File: src/hspc_defs.svh
`ifndef HSPC_DEFS_SVH
`define HSPC_DEFS_SVH

// Channel pair layout on the eight input pins
`define HSPC_CH_NUM       2
`define HSPC_PIN_NUM      8
`define HSPC_PIN_STRIDE   3
`define HSPC_PIN_A_OFS    0
`define HSPC_PIN_B_OFS    1
`define HSPC_PIN_P_SW_OFS 1
`define HSPC_PIN_P_OFS    2
`define HSPC_PIN_ENA_BASE 6

// Timing
`define HSPC_CLK_HZ       40000000
`define HSPC_CLK_NS       25
`define HSPC_INT_HZ       1000000
`define HSPC_INT_DIV      (`HSPC_CLK_HZ / `HSPC_INT_HZ)
`define HSPC_MATCH_NS     30000
`define HSPC_MATCH_CYC    (`HSPC_MATCH_NS / `HSPC_CLK_NS)
`define HSPC_MATCH_WIN    8

// Count values
`define HSPC_CNT_RST      32'h00000000
`define HSPC_CNT_ONE      32'h00000001
`define HSPC_W16_MASK     32'h0000FFFF
`define HSPC_DIV_RST      6'h00

`endif

File: src/hspc_pkg.sv
package hspc_pkg;

  typedef enum logic [2:0] {
    HSPC_M_SWDIR  = 3'h0,
    HSPC_M_HWDIR  = 3'h1,
    HSPC_M_DUAL   = 3'h2,
    HSPC_M_QUAD   = 3'h3,
    HSPC_M_INTCLK = 3'h4
  } hspc_mode_t;

  typedef enum logic [1:0] {
    HSPC_E_X1 = 2'h0,
    HSPC_E_X2 = 2'h1,
    HSPC_E_X4 = 2'h2
  } hspc_edge_t;

  typedef enum logic [1:0] {
    HSPC_S_NONE = 2'h0,
    HSPC_S_UP   = 2'h1,
    HSPC_S_DN   = 2'h2
  } hspc_step_t;

  typedef struct packed {
    hspc_mode_t        mode;
    hspc_edge_t        edge_mul;
    logic              preset_use;
    logic              ena_use;
    logic              run_sw;
    logic              dir_sw;
    logic              wide;
    logic [31:0]       preset_val;
    logic [1:0][31:0]  cmp_val;
  } hspc_cfg_t;

  typedef struct packed {
    logic        pa;
    logic        pb;
    logic        pp;
    logic [31:0] cnt;
    logic [1:0]  cmp;
  } hspc_ch_st_t;

  typedef struct packed {
    logic [5:0]             div;
    logic                   tick;
    hspc_ch_st_t [1:0]      ch;
  } hspc_st_t;

endpackage

File: src/hspc_top.sv
`timescale 1ns/1ps
`include "hspc_defs.svh"
module hspc_top
  import hspc_pkg::*;
(
  input  wire logic                    clk,     // 40 MHz clock
  input  wire logic                    nrst,    // Async reset, active low
  input  wire logic [7:0]              pins,    // Inputs base+0 .. base+7
  input  wire hspc_cfg_t [1:0]         cfg,     // Channel settings
  input  wire logic [1:0][1:0]         cmp_clr, // Clear compare outputs
  output logic [1:0][31:0]             count,   // Current counts
  output logic [1:0][1:0]              cmp_out  // Compare outputs
);

  localparam logic [5:0] DIV_LAST = 6'(`HSPC_INT_DIV - 1);
  // Match output follows equality by one cycle, far inside the 30 us bound
  localparam int MATCH_WIN = `HSPC_MATCH_WIN;

  hspc_st_t st_q;
  hspc_st_t st_d;

  function automatic logic sw_alloc(input hspc_mode_t m);
    return (m == HSPC_M_SWDIR) || (m == HSPC_M_INTCLK);
  endfunction

  function automatic logic [2:0] pin_a(input logic ch);
    return 3'(`HSPC_PIN_STRIDE * ch + `HSPC_PIN_A_OFS);
  endfunction

  function automatic logic [2:0] pin_b(input logic ch);
    return 3'(`HSPC_PIN_STRIDE * ch + `HSPC_PIN_B_OFS);
  endfunction

  function automatic logic [2:0] pin_p(input logic ch, input hspc_mode_t m);
    if (sw_alloc(m)) begin
      return 3'(`HSPC_PIN_STRIDE * ch + `HSPC_PIN_P_SW_OFS);
    end else begin
      return 3'(`HSPC_PIN_STRIDE * ch + `HSPC_PIN_P_OFS);
    end
  endfunction

  function automatic logic [2:0] pin_e(input logic ch);
    return 3'(`HSPC_PIN_ENA_BASE + ch);
  endfunction

  // Quadrature decode; simultaneous changes on both phases are all dropped in HSPC_E_X4 mode, half in HSPC_E_X1, none in HSPC_E_X2
  function automatic hspc_step_t quad_step(input logic a, input logic b,
                                           input logic pa, input logic pb,
                                           input hspc_edge_t em);
    logic ra;
    logic fa;
    logic rb;
    logic fb;
    logic up;
    logic dn;
    ra = a & ~pa;
    fa = ~a & pa;
    rb = b & ~pb;
    fb = ~b & pb;
    up = ra & ~b;
    dn = fa & ~b;
    if (em != HSPC_E_X1) begin
      up = up | (fa & b);
      dn = dn | (ra & b);
    end
    if (em == HSPC_E_X4) begin
      up = up | (rb & a) | (fb & ~a);
      dn = dn | (rb & ~a) | (fb & a);
    end
    if (up && !dn) begin
      return HSPC_S_UP;
    end else if (dn && !up) begin
      return HSPC_S_DN;
    end
    return HSPC_S_NONE;
  endfunction

  function automatic logic [31:0] next_cnt(input logic [31:0] v,
                                           input hspc_step_t s,
                                           input logic wide);
    logic [31:0] r;
    r = v;
    if (s == HSPC_S_UP) begin
      r = v + `HSPC_CNT_ONE;
    end else if (s == HSPC_S_DN) begin
      r = v - `HSPC_CNT_ONE;
    end
    if (!wide) begin
      r = r & `HSPC_W16_MASK;
    end
    return r;
  endfunction

  always_comb begin
    logic       a;
    logic       b;
    logic       p;
    logic       run;
    logic       chb;
    hspc_step_t s;
    a = 1'b0;
    b = 1'b0;
    p = 1'b0;
    run = 1'b0;
    chb = 1'b0;
    s = HSPC_S_NONE;
    st_d = st_q;
    // Divider for the 1 MHz internal count tick
    st_d.tick = 1'b0;
    if (st_q.div == DIV_LAST) begin
      st_d.div = `HSPC_DIV_RST;
      st_d.tick = 1'b1;
    end else begin
      st_d.div = st_q.div + 6'h01;
    end
    for (int c = 0; c < `HSPC_CH_NUM; c++) begin
      chb = 1'(c);
      a = pins[pin_a(chb)];
      b = pins[pin_b(chb)];
      p = pins[pin_p(chb, cfg[c].mode)];
      run = cfg[c].run_sw &
            (~cfg[c].ena_use | pins[pin_e(chb)]);
      case (cfg[c].mode)
        HSPC_M_SWDIR: begin
          if (a && !st_q.ch[c].pa) begin
            s = cfg[c].dir_sw ? HSPC_S_DN : HSPC_S_UP;
          end else begin
            s = HSPC_S_NONE;
          end
        end
        HSPC_M_HWDIR: begin
          if (a && !st_q.ch[c].pa) begin
            s = b ? HSPC_S_DN : HSPC_S_UP;
          end else begin
            s = HSPC_S_NONE;
          end
        end
        HSPC_M_DUAL: begin
          if ((a && !st_q.ch[c].pa) && !(b && !st_q.ch[c].pb)) begin
            s = HSPC_S_UP;
          end else if ((b && !st_q.ch[c].pb) && !(a && !st_q.ch[c].pa)) begin
            s = HSPC_S_DN;
          end else begin
            s = HSPC_S_NONE;
          end
        end
        HSPC_M_QUAD: begin
          s = quad_step(a, b, st_q.ch[c].pa, st_q.ch[c].pb,
                        cfg[c].edge_mul);
        end
        HSPC_M_INTCLK: begin
          if (st_q.tick) begin
            s = cfg[c].dir_sw ? HSPC_S_DN : HSPC_S_UP;
          end else begin
            s = HSPC_S_NONE;
          end
        end
        default: begin
          s = HSPC_S_NONE;
        end
      endcase
      st_d.ch[c].pa = a;
      st_d.ch[c].pb = b;
      st_d.ch[c].pp = p;
      // Preset edge overrides any count step in the same cycle
      if (cfg[c].preset_use && p && !st_q.ch[c].pp) begin
        st_d.ch[c].cnt = next_cnt(cfg[c].preset_val, HSPC_S_NONE,
                                  cfg[c].wide);
      end else if (run) begin
        st_d.ch[c].cnt = next_cnt(st_q.ch[c].cnt, s, cfg[c].wide);
      end else begin
        st_d.ch[c].cnt = next_cnt(st_q.ch[c].cnt, HSPC_S_NONE, cfg[c].wide);
      end
      // Sticky compare outputs; a new match wins over a clear
      for (int k = 0; k < 2; k++) begin
        if (st_q.ch[c].cnt == cfg[c].cmp_val[k]) begin
          st_d.ch[c].cmp[k] = 1'b1;
        end else if (cmp_clr[c][k]) begin
          st_d.ch[c].cmp[k] = 1'b0;
        end
      end
    end
  end

  always_ff @(posedge clk or negedge nrst) begin
    if (!nrst) begin
      st_q <= '0;
    end else begin
      st_q <= st_d;
    end
  end

  // Outputs are plain copies of the state register
  assign count   = {st_q.ch[1].cnt, st_q.ch[0].cnt};
  assign cmp_out = {st_q.ch[1].cmp, st_q.ch[0].cmp};

  // Helper terms for channel 0 and channel 1 checks
  logic pr0;
  logic run0;
  logic pr1;
  assign pr0 = cfg[0].preset_use && pins[pin_p(1'b0, cfg[0].mode)] &&
               !st_q.ch[0].pp;
  assign pr1 = cfg[1].preset_use && pins[pin_p(1'b1, cfg[1].mode)] &&
               !st_q.ch[1].pp;
  assign run0 = cfg[0].run_sw && (!cfg[0].ena_use || pins[6]);
endmodule

File: config.mk
export PLATFORM = sky130hd
export DESIGN_NAME = hspc_top
export DESIGN_NICKNAME = d
export VERILOG_FILES = /design/src/hspc_pkg.sv /design/src/hspc_top.sv
export VERILOG_INCLUDE_DIRS = /design/src
export SDC_FILE = /design/constraint.sdc
export NUM_CORES = 1
export LEC_CHECK = 0
export BUFFER_PORTS_ARGS = -buffer_cell sky130_fd_sc_hd__buf_2
export CORE_UTILIZATION = 51
export CTS_BUF_LIST = sky130_fd_sc_hd__clkbuf_4 sky130_fd_sc_hd__clkbuf_8
export CTS_CLUSTER_SIZE = 20
export DETAILED_ROUTE_END_ITERATION = 6
export PLACE_DENSITY = 0.85
export SLEW_MARGIN = 5
export SYNTH_ARGS = -nofsm -noshare
export SYNTH_HDL_FRONTEND = slang
export SYNTH_SLANG_ARGS = --single-unit
File: constraint.sdc
create_clock -name clk -period 9.6 [get_ports clk]
set_clock_uncertainty 0.2 [all_clocks]
set_input_delay 0.96 -clock clk [delete_from_list [all_inputs] [get_ports clk]]
set_output_delay 0.96 -clock clk [all_outputs]
set_load 0.03 [all_outputs]
Word level (Yosys, flattened, before mapping)
Cells that the tools add are included.
{"block": "word_totals", "reg_bits": 81, "latch_bits": 0, "ramBits": 0, "romBits": 0, "inputBits": 226, "out_inout_bits": 68, "wordCells": 214, "mem_count": 0}
{"block": "classes", "n_addsub": 5, "n_mul": 0, "div_mod_pow": 0, "order_cmp": 2, "n_eq_ne": 23, "shift": 0, "mux": 74, "n_bitwise": 50, "n_reduce_logical": 44}
{"cell": "two-way mux 32 bit", "count": 14}
{"cell": "equality test 32 bit", "count": 4}
{"cell": "adder 32 x 1 -> 32 bit (second input constant)", "count": 2}
{"cell": "subtractor 32 x 1 -> 32 bit (second input constant)", "count": 2}
{"cell": "two-way mux 2 bit", "count": 21}
{"cell": "two-way mux 1 bit", "count": 34}
{"cell": "AND 1 bit", "count": 26}
{"cell": "case mux 2 bit (5 select lines)", "count": 2}
{"cell": "logical AND 1 bit", "count": 16}
{"cell": "nonzero test 2 bit", "count": 8}
{"cell": "logical NOT 1 bit", "count": 14}
{"cell": "bitwise OR 1 bit", "count": 14}
{"cell": "equality test 3 x 2 -> 1 bit (second input constant)", "count": 4}
{"cell": "NOT 1 bit", "count": 10}
{"cell": "equality test 2 bit (second input constant)", "count": 4}
{"cell": "< comparator 3 x 4 -> 1 bit (second input constant)", "count": 2}
{"cell": "!= test 4 x 1 -> 1 bit (second input constant)", "count": 2}
{"cell": "adder 6 x 1 -> 6 bit (second input constant)", "count": 1}
{"cell": "binary-select mux 1 bit (select 3 bit)", "count": 2}
{"cell": "equality test 3 x 1 -> 1 bit (second input constant)", "count": 2}
{"cell": "equality test 3 bit (second input constant)", "count": 2}
{"cell": "equality test 6 bit (second input constant)", "count": 1}
{"cell": "logical NOT 3 bit", "count": 2}
{"cell": "two-way mux 6 bit", "count": 1}
{"cell": "4 further kinds", "count": 8}

Depth between registers and ports, before layout
Gate-level depths: netlist (run 1).
{"block": "logic_depth", "word_depth": 23, "mapped_depth": 20, "ltp_nobuf": 19}

Worst setup path after synthesis (run 1)
OpenSTA, ideal clock, no wires.
{"block": "synth_timing", "kind": "in2reg", "startpoint": "input cfg[101] in the netlist's numbering", "endpoint": "register st_q, in the netlist count[25]", "setup_time_ps": 111, "arrival_time_ps": 5019, "t_required_ps": 9289, "setup_slack_ps": 4269, "stages": 19, "path_buffers": 1, "path_cell_list": "nor3b_1 -> a211o_1 -> o21a_1 -> nand2_1 -> nor3_1 -> a211oi_1 -> ha_1 -> inv_1 -> ha_1 -> a21oi_1 -> nor2_1 -> a2111o_1 -> nor3b_2 -> or2_1 -> buf_6 -> a211o_2 -> a31oi_4 -> xnor2_1 -> a2111oi_2"}
{"block": "synth_via", "elab_chain_cells": 19, "word_cells_on_any_way": 32, "cone_classes": "eq/ne: 4; mux: 18; bitwise: 4; reduce/logical: 6"}
{"element": "start, declared", "line": "hspc_top.sv:9", "text": "input wire hspc_cfg_t [1:0] cfg,"}
{"element": "nonzero test 2 bit", "line": "hspc_top.sv:62", "text": "if (em != HSPC_E_X1) begin"}
{"element": "two-way mux 1 bit", "line": "hspc_top.sv:62"}
{"element": "two-way mux 1 bit", "line": "hspc_top.sv:123", "text": "case (cfg[c].mode)"}
{"element": "bitwise OR 1 bit (2 in series)", "line": "hspc_top.sv:67", "text": "up = up | (rb & a) | (fb & ~a);"}
{"element": "two-way mux 1 bit", "line": "hspc_top.sv:66", "text": "if (em == HSPC_E_X4) begin"}
{"element": "two-way mux 1 bit", "line": "hspc_top.sv:123"}
{"element": "logical NOT 1 bit", "line": "hspc_top.sv:72", "text": "end else if (dn && !up) begin"}
{"element": "logical AND 1 bit", "line": "hspc_top.sv:72"}
{"element": "(+2 left out)"}
{"element": "two-way mux 1 bit", "line": "hspc_top.sv:123"}
{"element": "two-way mux 2 bit (*)", "line": "hspc_top.sv:75", "text": "return HSPC_S_NONE;"}
{"element": "case mux 2 bit (5 select lines) (*)", "line": "hspc_top.sv:123"}
{"element": "equality test 2 x 1 -> 1 bit", "line": "hspc_top.sv:83", "text": "if (s == HSPC_S_UP) begin"}
{"element": "two-way mux 32 bit", "line": "hspc_top.sv:83"}
{"element": "two-way mux 32 bit", "line": "hspc_top.sv:88", "text": "if (!wide) begin"}
{"element": "two-way mux 32 bit", "line": "hspc_top.sv:169", "text": "end else if (run) begin"}
{"element": "two-way mux 32 bit", "line": "hspc_top.sv:166", "text": "if (cfg[c].preset_use && p && !st_q.ch[c].pp) begin"}
{"element": "end signal, assigned", "line": "hspc_top.sv:189", "text": "st_q <= st_d;"}
{"element": "end, declared", "line": "hspc_top.sv:19", "text": "hspc_st_t st_q;"}
Every way passes the cells marked *; elsewhere a longest branch is shown, timed or not. The select of a mux whose other input is x is not followed.
A chain may end at the register's enable or synchronous reset.

Final worst setup path (run 1)
{"block": "layout_timing", "startpoint": "input cfg[101] in the netlist's numbering", "endpoint": "register st_q, in the netlist count[28]"}
The elaborated chain is that of the path after synthesis.

==> metrics.csv, run 1 <==
stage,metric,value,unit
outcome,violations,DRC,
cells_and_area,layout_commonest_cell,buf_2,
setup_path,cp.arrival,5.24,ns
sta,fin_crit_sh,53.99,%
clock_network,cts_tree,built,
detailed_routing,avgRoutedWirePerCell,18.88,um
power,finalPower,2.355,mW
sta,final-setup-viol-count,0,
clock_network,postCtsHoldBufs,0,
detailed_routing,wl,29640,um
sta,fin_hold_ws,0.2865,ns
detailed_routing,wl_met2,13700,um
placement,hpwl,23290,um
detailed_routing,met3WireLength,2478,um
sta,tightest_slew,1.259,ns
clock_network,clockBufferDepth,2,
synth,yosysWarnings,0,
global_route,grt_antenna_before_repair,1,
setup_path,cp-start-kind,input port,
power,peakVddDrop,157.5,uV
floorplan,die_h,135.6,um
synth,synth_ff_type,dfrtp_1,
global_route,overflow,0,
sta,max_slew_margin,15.73,%
cells_and_area,nets,1645,
clock_network,clk_latency,0.39,ns
synth,yosysUniqueCellTypes,64,
cells_and_area,finalNonFillerCells,1570,
setup_path,cp.required,9.66,ns
clock_network,root_buffer,clkbuf_8,
synth,syn_avg_cell_area,8.016,um^2
hold_path,worstHoldStart,st_q[75],
sta,period_minus_slack,5.183,ns
floorplan,rows,48,
global_route,grt_pass1_wl,44880,um
hold_path,hp-class,register to register,
detailed_routing,drc_errors,2,
synth,ys_ff_latch,81,
synth,ys_seq_area_share,22.26,%
floorplan,start_util,52.47,%
synth,async_flop_share,100.0,%
global_route,grt_max_degree,82,
sta,fmax,192.9,MHz
cells_and_area,drive_above_1_share,24.48,%
placement,place_inst,1554,
sta,tns,0,ns
power,p_leak,5.189,nW
detailed_routing,dr.max_layer_used,met5,
global_route,grtUsageTotal,31.81,%
setup_path,rr_worst_depth,18,
clock_network,postCtsSetupBuffers,0,
detailed_routing,viasPerCell,5.928,
hold_path,min_to,st_q[75],
floorplan,fp.coreArea,17360,um^2
clock_network,clkTransAtPathRegs,0.09,ns
detailed_routing,vias,9307,
setup_path,startpoint,cfg[101],
detailed_routing,first_iter_violations,773,
setup_path,cp_max_fo,38,
floorplan,die_width,135.6,um
detailed_routing,postRouteAntennaNets,0,
sta,slew_violations,0,
cells_and_area,mostFrequentLayoutCells,"buf_2, xor2_1, a21oi_1",
outcome,outcome,"complete, but fails checks",
cells_and_area,synthToLayoutAreaGrowth,14.56,%
detailed_routing,wl_met1,12230,um
setup_path,r2r_start,st_q[35],
sta,final-hold-violation-count,0,
synth,synth_fp_nets,1441,
clock_network,post_cts_resized,0,
floorplan,die-area,18390,um^2
synth,syn_inst,1136,
setup_path,worstSetupPathType,input port to register,
detailed_routing,drt_first_pass_iters,7,
hold_path,holdPathStages,1,
synth,synth_area,9106,um^2
placement,gp_congestion,0.9905,
placement,port_buffers,293,
clock_network,cts_made_buffers,9,
setup_path,end_kind,register,
job,max-cap-violations,0,
setup_path,reg2reg_setup_slack,4.67,ns
synth,yosysTopAreaCell,dfrtp_1,
clock_network,cts.sinks,81,
setup_path,r2r_end,count[28],
clock_network,h-tree-depth,3,
cells_and_area,utilization,60.11,%
power,power_density,225.8,nW/um^2
global_route,grt_pass1_vias,8656,
sta,rsz0062_at_grt,false,
synth,ys_top_cells_by_area,"dfrtp_1, xor2_1, ha_1",
synth,synth_edf_count,0,
synth,synth_top_area_share,22.26,%
floorplan,io_pins,294,
cells_and_area,fillers,1547,
-- where the power goes --
part / internal (mW) / total [mW] / switching (mW)
combinational: 0.604 / 1.47 / 0.865
clock: 0.158 / 0.296 / 0.138
sequential: 0.408 / 0.591 / 0.183
total: 1.17 / 2.36 / 1.19
-- metrics by stage --
stage	setup slack (ns)	area [um^2]
global placement	4.179	10210
CTS	4.476	10430
detailed placement	4.093	10210
floorplan	4.269	9106
global route	3.822	10430
finish	4.417	10430
-- area by class of cell --
type | instances | area, um^2 | area share, %
clock buffers | 12 | 152.6 | 1.463
repair buffers | 298 | 1506 | 14.44
well taps | 225 | 281.5 | 2.698
clock inverters | 3 | 65.06 | 0.6237
diodes | 1 | 2.502 | 0.02399
multi-input cells | 923 | 6296 | 60.35
inverters | 27 | 101.3 | 0.9715
flip-flops and latches | 81 | 2027 | 19.43
-- per-layer routing --
metal  track usage [%]  vias to the layer above
met4             14.98                        2
met3             5.425                       90
met5                 0                        -
met1             40.19                     4333
met2             52.52                      455
li1                  -                     4427
-- worst max path at each step --
stage	endpoint	slack (ns)	depth (start not counted)
2_1_floorplan	count[25]	4.27	19
3_3_place_gp	count[28]	4.18	19
3_5_place_dp	count[28]	4.09	19
4_1_cts	count[28]	4.48	19
5_1_grt	count[28]	3.82	20
6_report	count[28]	4.42	19
-- kinds of logic after synthesis --
kind of cell | after synthesis | share of synthesized area (%)
compound gates | 327 | 22.20
simple gates | 322 | 17.01
buf+inv | 132 | 8.725
xor+xnor | 193 | 18.56
mux | 2 | 0.2198
fa+ha+maj | 79 | 11.02
flops | 81 | 22.26
-- worst max-delay path: stages --
cell and delay (ns):
buf_2 0.11, nor3b_1 0.26, nand2_1 0.09, o211ai_1 0.08
o21ai_0 0.14, o41ai_1 0.33, ha_1 0.24, inv_1 0.05
buf_4 0.26, ha_1 0.37, a21oi_1 0.17, o21ai_0 0.14
o311ai_0 0.39, a31oi_1 0.23, o41ai_1 0.55, nor3_1 0.14
a31oi_1 0.22, xor2_1 0.09, a2111oi_0 0.40
-- synthesized netlist by cell type (7+ instances only) --
cell,instances
xor2_1,150
ha_1,77
dfrtp_1,81
a21oi_1,117
or3_1,7
o22ai_1,9
nor2_1,81
nor2b_1,8
nor4_1,36
buf_4,71
nand3_1,25
inv_1,27
clkbuf_1,30
o21ai_0,70
nand2_1,98
xnor2_1,43
o211ai_1,10
a31oi_1,19
a21o_1,33
nand4_1,20
nor3_1,14
a22oi_1,10
and3_1,8
-- registers in the layout, summed over array words and instances (netlist names) --
register,count
count,64
st_q,13
cmp_out,4
(Power assumes the default switching activity.)
==> run 2: changes to the inputs <==
==> constraint.sdc (replaced) <==
create_clock -name clk -period 5.4 [get_ports clk]
set_clock_uncertainty 0.2 [all_clocks]
set_input_delay 0.54 -clock clk [delete_from_list [all_inputs] [get_ports clk]]
set_output_delay 0.54 -clock clk [all_outputs]
set_load 0.03 [all_outputs]
==> run 2 against run 1 <==
  * The flow now finishes without violations
  * Die area did not move
  * Hold slack worse by 0.15 ns
  * Sequential share of layout area decreased by 0.14 points
  * Critical path depth rose by 2
==> metrics.csv, run 2 (synthesis gave the netlist of run 1 again) <==
stage,metric,value,unit,change
outcome,outcome,"finished, final reports clean",,"was complete, but fails checks"
setup_path,cp.arrival,4.90,ns,was 5.24 ns
sta,max_slew_margin,28.49,%,was 15.73%
floorplan,die_width,135.6,um,unchanged
global_route,grt_antenna_before_repair,1,,unchanged
detailed_routing,avgRoutedWirePerCell,18.87,um,was 18.88 um
setup_path,r2r_start,st_q[73],,was st_q[35]
clock_network,postCtsSetupBuffers,0,,unchanged
global_route,grt_max_degree,82,,unchanged
setup_path,crit_path_cell_trace,inv_1 -> nand2_1 -> nor2_1 -> a21oi_1 -> nor3_1 -> a32o_1 -> a31oi_1 -> ha_1 -> inv_1 -> buf_4 -> ha_1 -> a21oi_1 -> o21ai_0 -> nand3_1 -> o211ai_1 -> a2111oi_0 -> buf_4 -> nor2_1 -> a21oi_1 -> xor2_1 -> a31oi_1,,was buf_2 -> nor3b_1 -> nand2_1 -> o211ai_1 -> o21ai_0 -> o41ai_1 -> ha_1 -> inv_1 -> buf_4 -> ha_1 -> a21oi_1 -> o21ai_0 -> o311ai_0 -> a31oi_1 -> o41ai_1 -> nor3_1 -> a31oi_1 -> xor2_1 -> a2111oi_0
floorplan,fp.coreArea,17360,um^2,unchanged
global_route,overflow,0,,unchanged
detailed_routing,wl_met1,11980,um,was 12230 um
setup_path,worstSetupPathType,register to register,,was input port to register
power,peakVddDrop,236.2,uV,was 157.5 uV
cells_and_area,synthToLayoutAreaGrowth,15.37,%,was 14.56%
clock_network,clkTransAtPathRegs,0.09,ns,about the same
global_route,grt_pass1_wl,45160,um,was 44880 um
clock_network,cts.sinks,81,,unchanged
detailed_routing,wl,29800,um,was 29640 um
power,p_leak,5.235,nW,was 5.189 nW
setup_path,cp.required,5.42,ns,was 9.66 ns
floorplan,io_pins,294,,unchanged
sta,final-setup-viol-count,0,,unchanged
cells_and_area,layout.area.seq,2027,um^2,unchanged
cells_and_area,largest_register_ffs,64,,unchanged
sta,final-hold-violation-count,0,,unchanged
cells_and_area,nets,1654,,was 1645
sta,fin_hold_ws,0.1397,ns,was 0.2865 ns
placement,hpwl,23580,um,was 23290 um
detailed_routing,dr.max_layer_used,met5,,unchanged
detailed_routing,vias,9288,,was 9307
floorplan,rows,48,,unchanged
hold_path,hp-class,input port to register,,was register to register
detailed_routing,drc_errors,0,,was 2
floorplan,die-area,18390,um^2,unchanged
sta,tightest_slew,1.073,ns,was 1.259 ns
cells_and_area,multi_input_area,6296,um^2,unchanged
cells_and_area,drive_above_1_share,25.04,%,was 24.48%
clock_network,h-tree-depth,3,,unchanged
detailed_routing,met3WireLength,2765,um,was 2478 um
floorplan,start_util,52.47,%,unchanged
setup_path,reg2reg_setup_slack,0.52,ns,was 4.67 ns
sta,fin_crit_sh,90.33,%,
clock_network,post_cts_resized,0,,unchanged
job,max-cap-violations,0,,unchanged
placement,gp_congestion,0.9837,,was 0.9905
hold_path,holdPathStages,1,,unchanged
detailed_routing,first_iter_violations,816,,was 773
power,power_density,401.6,nW/um^2,was 225.8 nW/um^2
setup_path,r2r_end,count[60],,was count[28]
clock_network,clockBufferDepth,2,,unchanged
global_route,grt_pass1_vias,8789,,was 8656
setup_path,slowest_delay,0.59,ns,was 0.55 ns
power,finalPower,4.220,mW,was 2.355 mW
detailed_routing,viasPerCell,5.882,,was 5.928
clock_network,cts_made_buffers,9,,unchanged
sta,fmax,205.0,MHz,
placement,port_buffers,293,,unchanged
global_route,grtUsageTotal,32.03,%,was 31.81%
sta,slew_violations,0,,unchanged
setup_path,critPathMostFrequentCell,a21oi_1,,
clock_network,postCtsHoldBufs,0,,unchanged
detailed_routing,drt_first_pass_iters,5,,was 7
cells_and_area,antenna_cells,0,,was 1
hold_path,min_to,st_q[36],,was st_q[75]
sta,rsz0062_at_grt,false,,unchanged
clock_network,clk_latency,0.38,ns,was 0.39 ns
setup_path,end_kind,register,,unchanged
detailed_routing,wl_met2,13570,um,was 13700 um
clock_network,root_buffer,clkbuf_8,,unchanged
sta,tns,0,ns,unchanged
floorplan,die_h,135.6,um,unchanged
sta,period_minus_slack,4.878,ns,
setup_path,rr_worst_depth,21,,was 18
clock_network,cts_tree,built,,unchanged
setup_path,cp_max_fo,20,,was 38
detailed_routing,postRouteAntennaNets,0,,unchanged
hold_path,worstHoldStart,pins[0],,was st_q[75]
setup_path,slowest_stage,a2111oi_0,,was o41ai_1
cells_and_area,final_area,10510,um^2,was 10430 um^2
setup_path,cp-start-kind,register,,was input port
cells_and_area,fillers,1572,,was 1547
placement,placed_area,10290,um^2,was 10210 um^2
cells_and_area,layout_commonest_cell,buf_2,,unchanged
cells_and_area,mostFrequentLayoutCells,"buf_2, xor2_1, a21oi_1",,unchanged
## run 2: cell types whose count changed in the layout (fill, tap and decap cells not counted)
cell,delta
clkinvlp_4,+1
clkinv_2,+2
buf_4,+8
buf_12,+1
clkbuf_8,-1
clkbuf_4,-1
diode_2,-1
## run 2: cell type report
type | count | share of cell area (%)
multi-input cells | 923 | 59.93
flip-flops and latches | 81 | 19.29
repair buffers | 307 | 15.10
well taps | 225 | 2.680
clock buffers | 10 | 1.250
inverters | 27 | 0.9646
clock inverters | 6 | 0.7860
## run 2: worst max path at each step
stage / slack [ns] / cells past startpoint / startpoint / endpoint
after floorplan: 0.49 / 19 / cfg[101] / count[25]
after global placement: 0.44 / 20 / pins[4] / count[60]
after detailed placement: 0.40 / 20 / pins[4] / count[60]
after CTS: 0.62 / 21 / st_q[73] / count[60]
after global routing: 0.05 / 18 / st_q[35] / count[28]
final: 0.52 / 21 / st_q[73] / count[60]
## run 2: through the flow
step                      setup slack [ns]  cells  utilization, %
after CTS                           0.6159   1579           60.53
after global placement              0.4353   1563           59.30
after floorplan                     0.4893   1136               -
after detailed placement            0.4048   1563           59.30
after global routing               0.05078   1579           60.53
final                               0.5223   1579           60.53
## run 2: power breakdown
part           total (mW)  leakage (nW)  switching [mW]  internal (mW)
logic                2.65          4.10            1.55           1.10
registers            1.05          1.03           0.328          0.725
clock network       0.512         0.109           0.248          0.264
## run 2: worst max-delay path: cells and delay by family (launching register included)
kind,cells,cell delay (ns)
AOI/OAI and AO/OA,9,1.74
buffers and inverters,4,1.05
and+or+nand+nor,5,0.59
adders and majority gates,2,0.55
DFF,1,0.42
xor gates and xnor gates,1,0.16
## run 2: metal layers
metal / up-vias / global-route usage [%]
li1: 4438 / -
met1: 4318 / 39.28
met2: 446 / 51.73
met3: 84 / 7.295
met4: 2 / 17.73
met5: - / 0
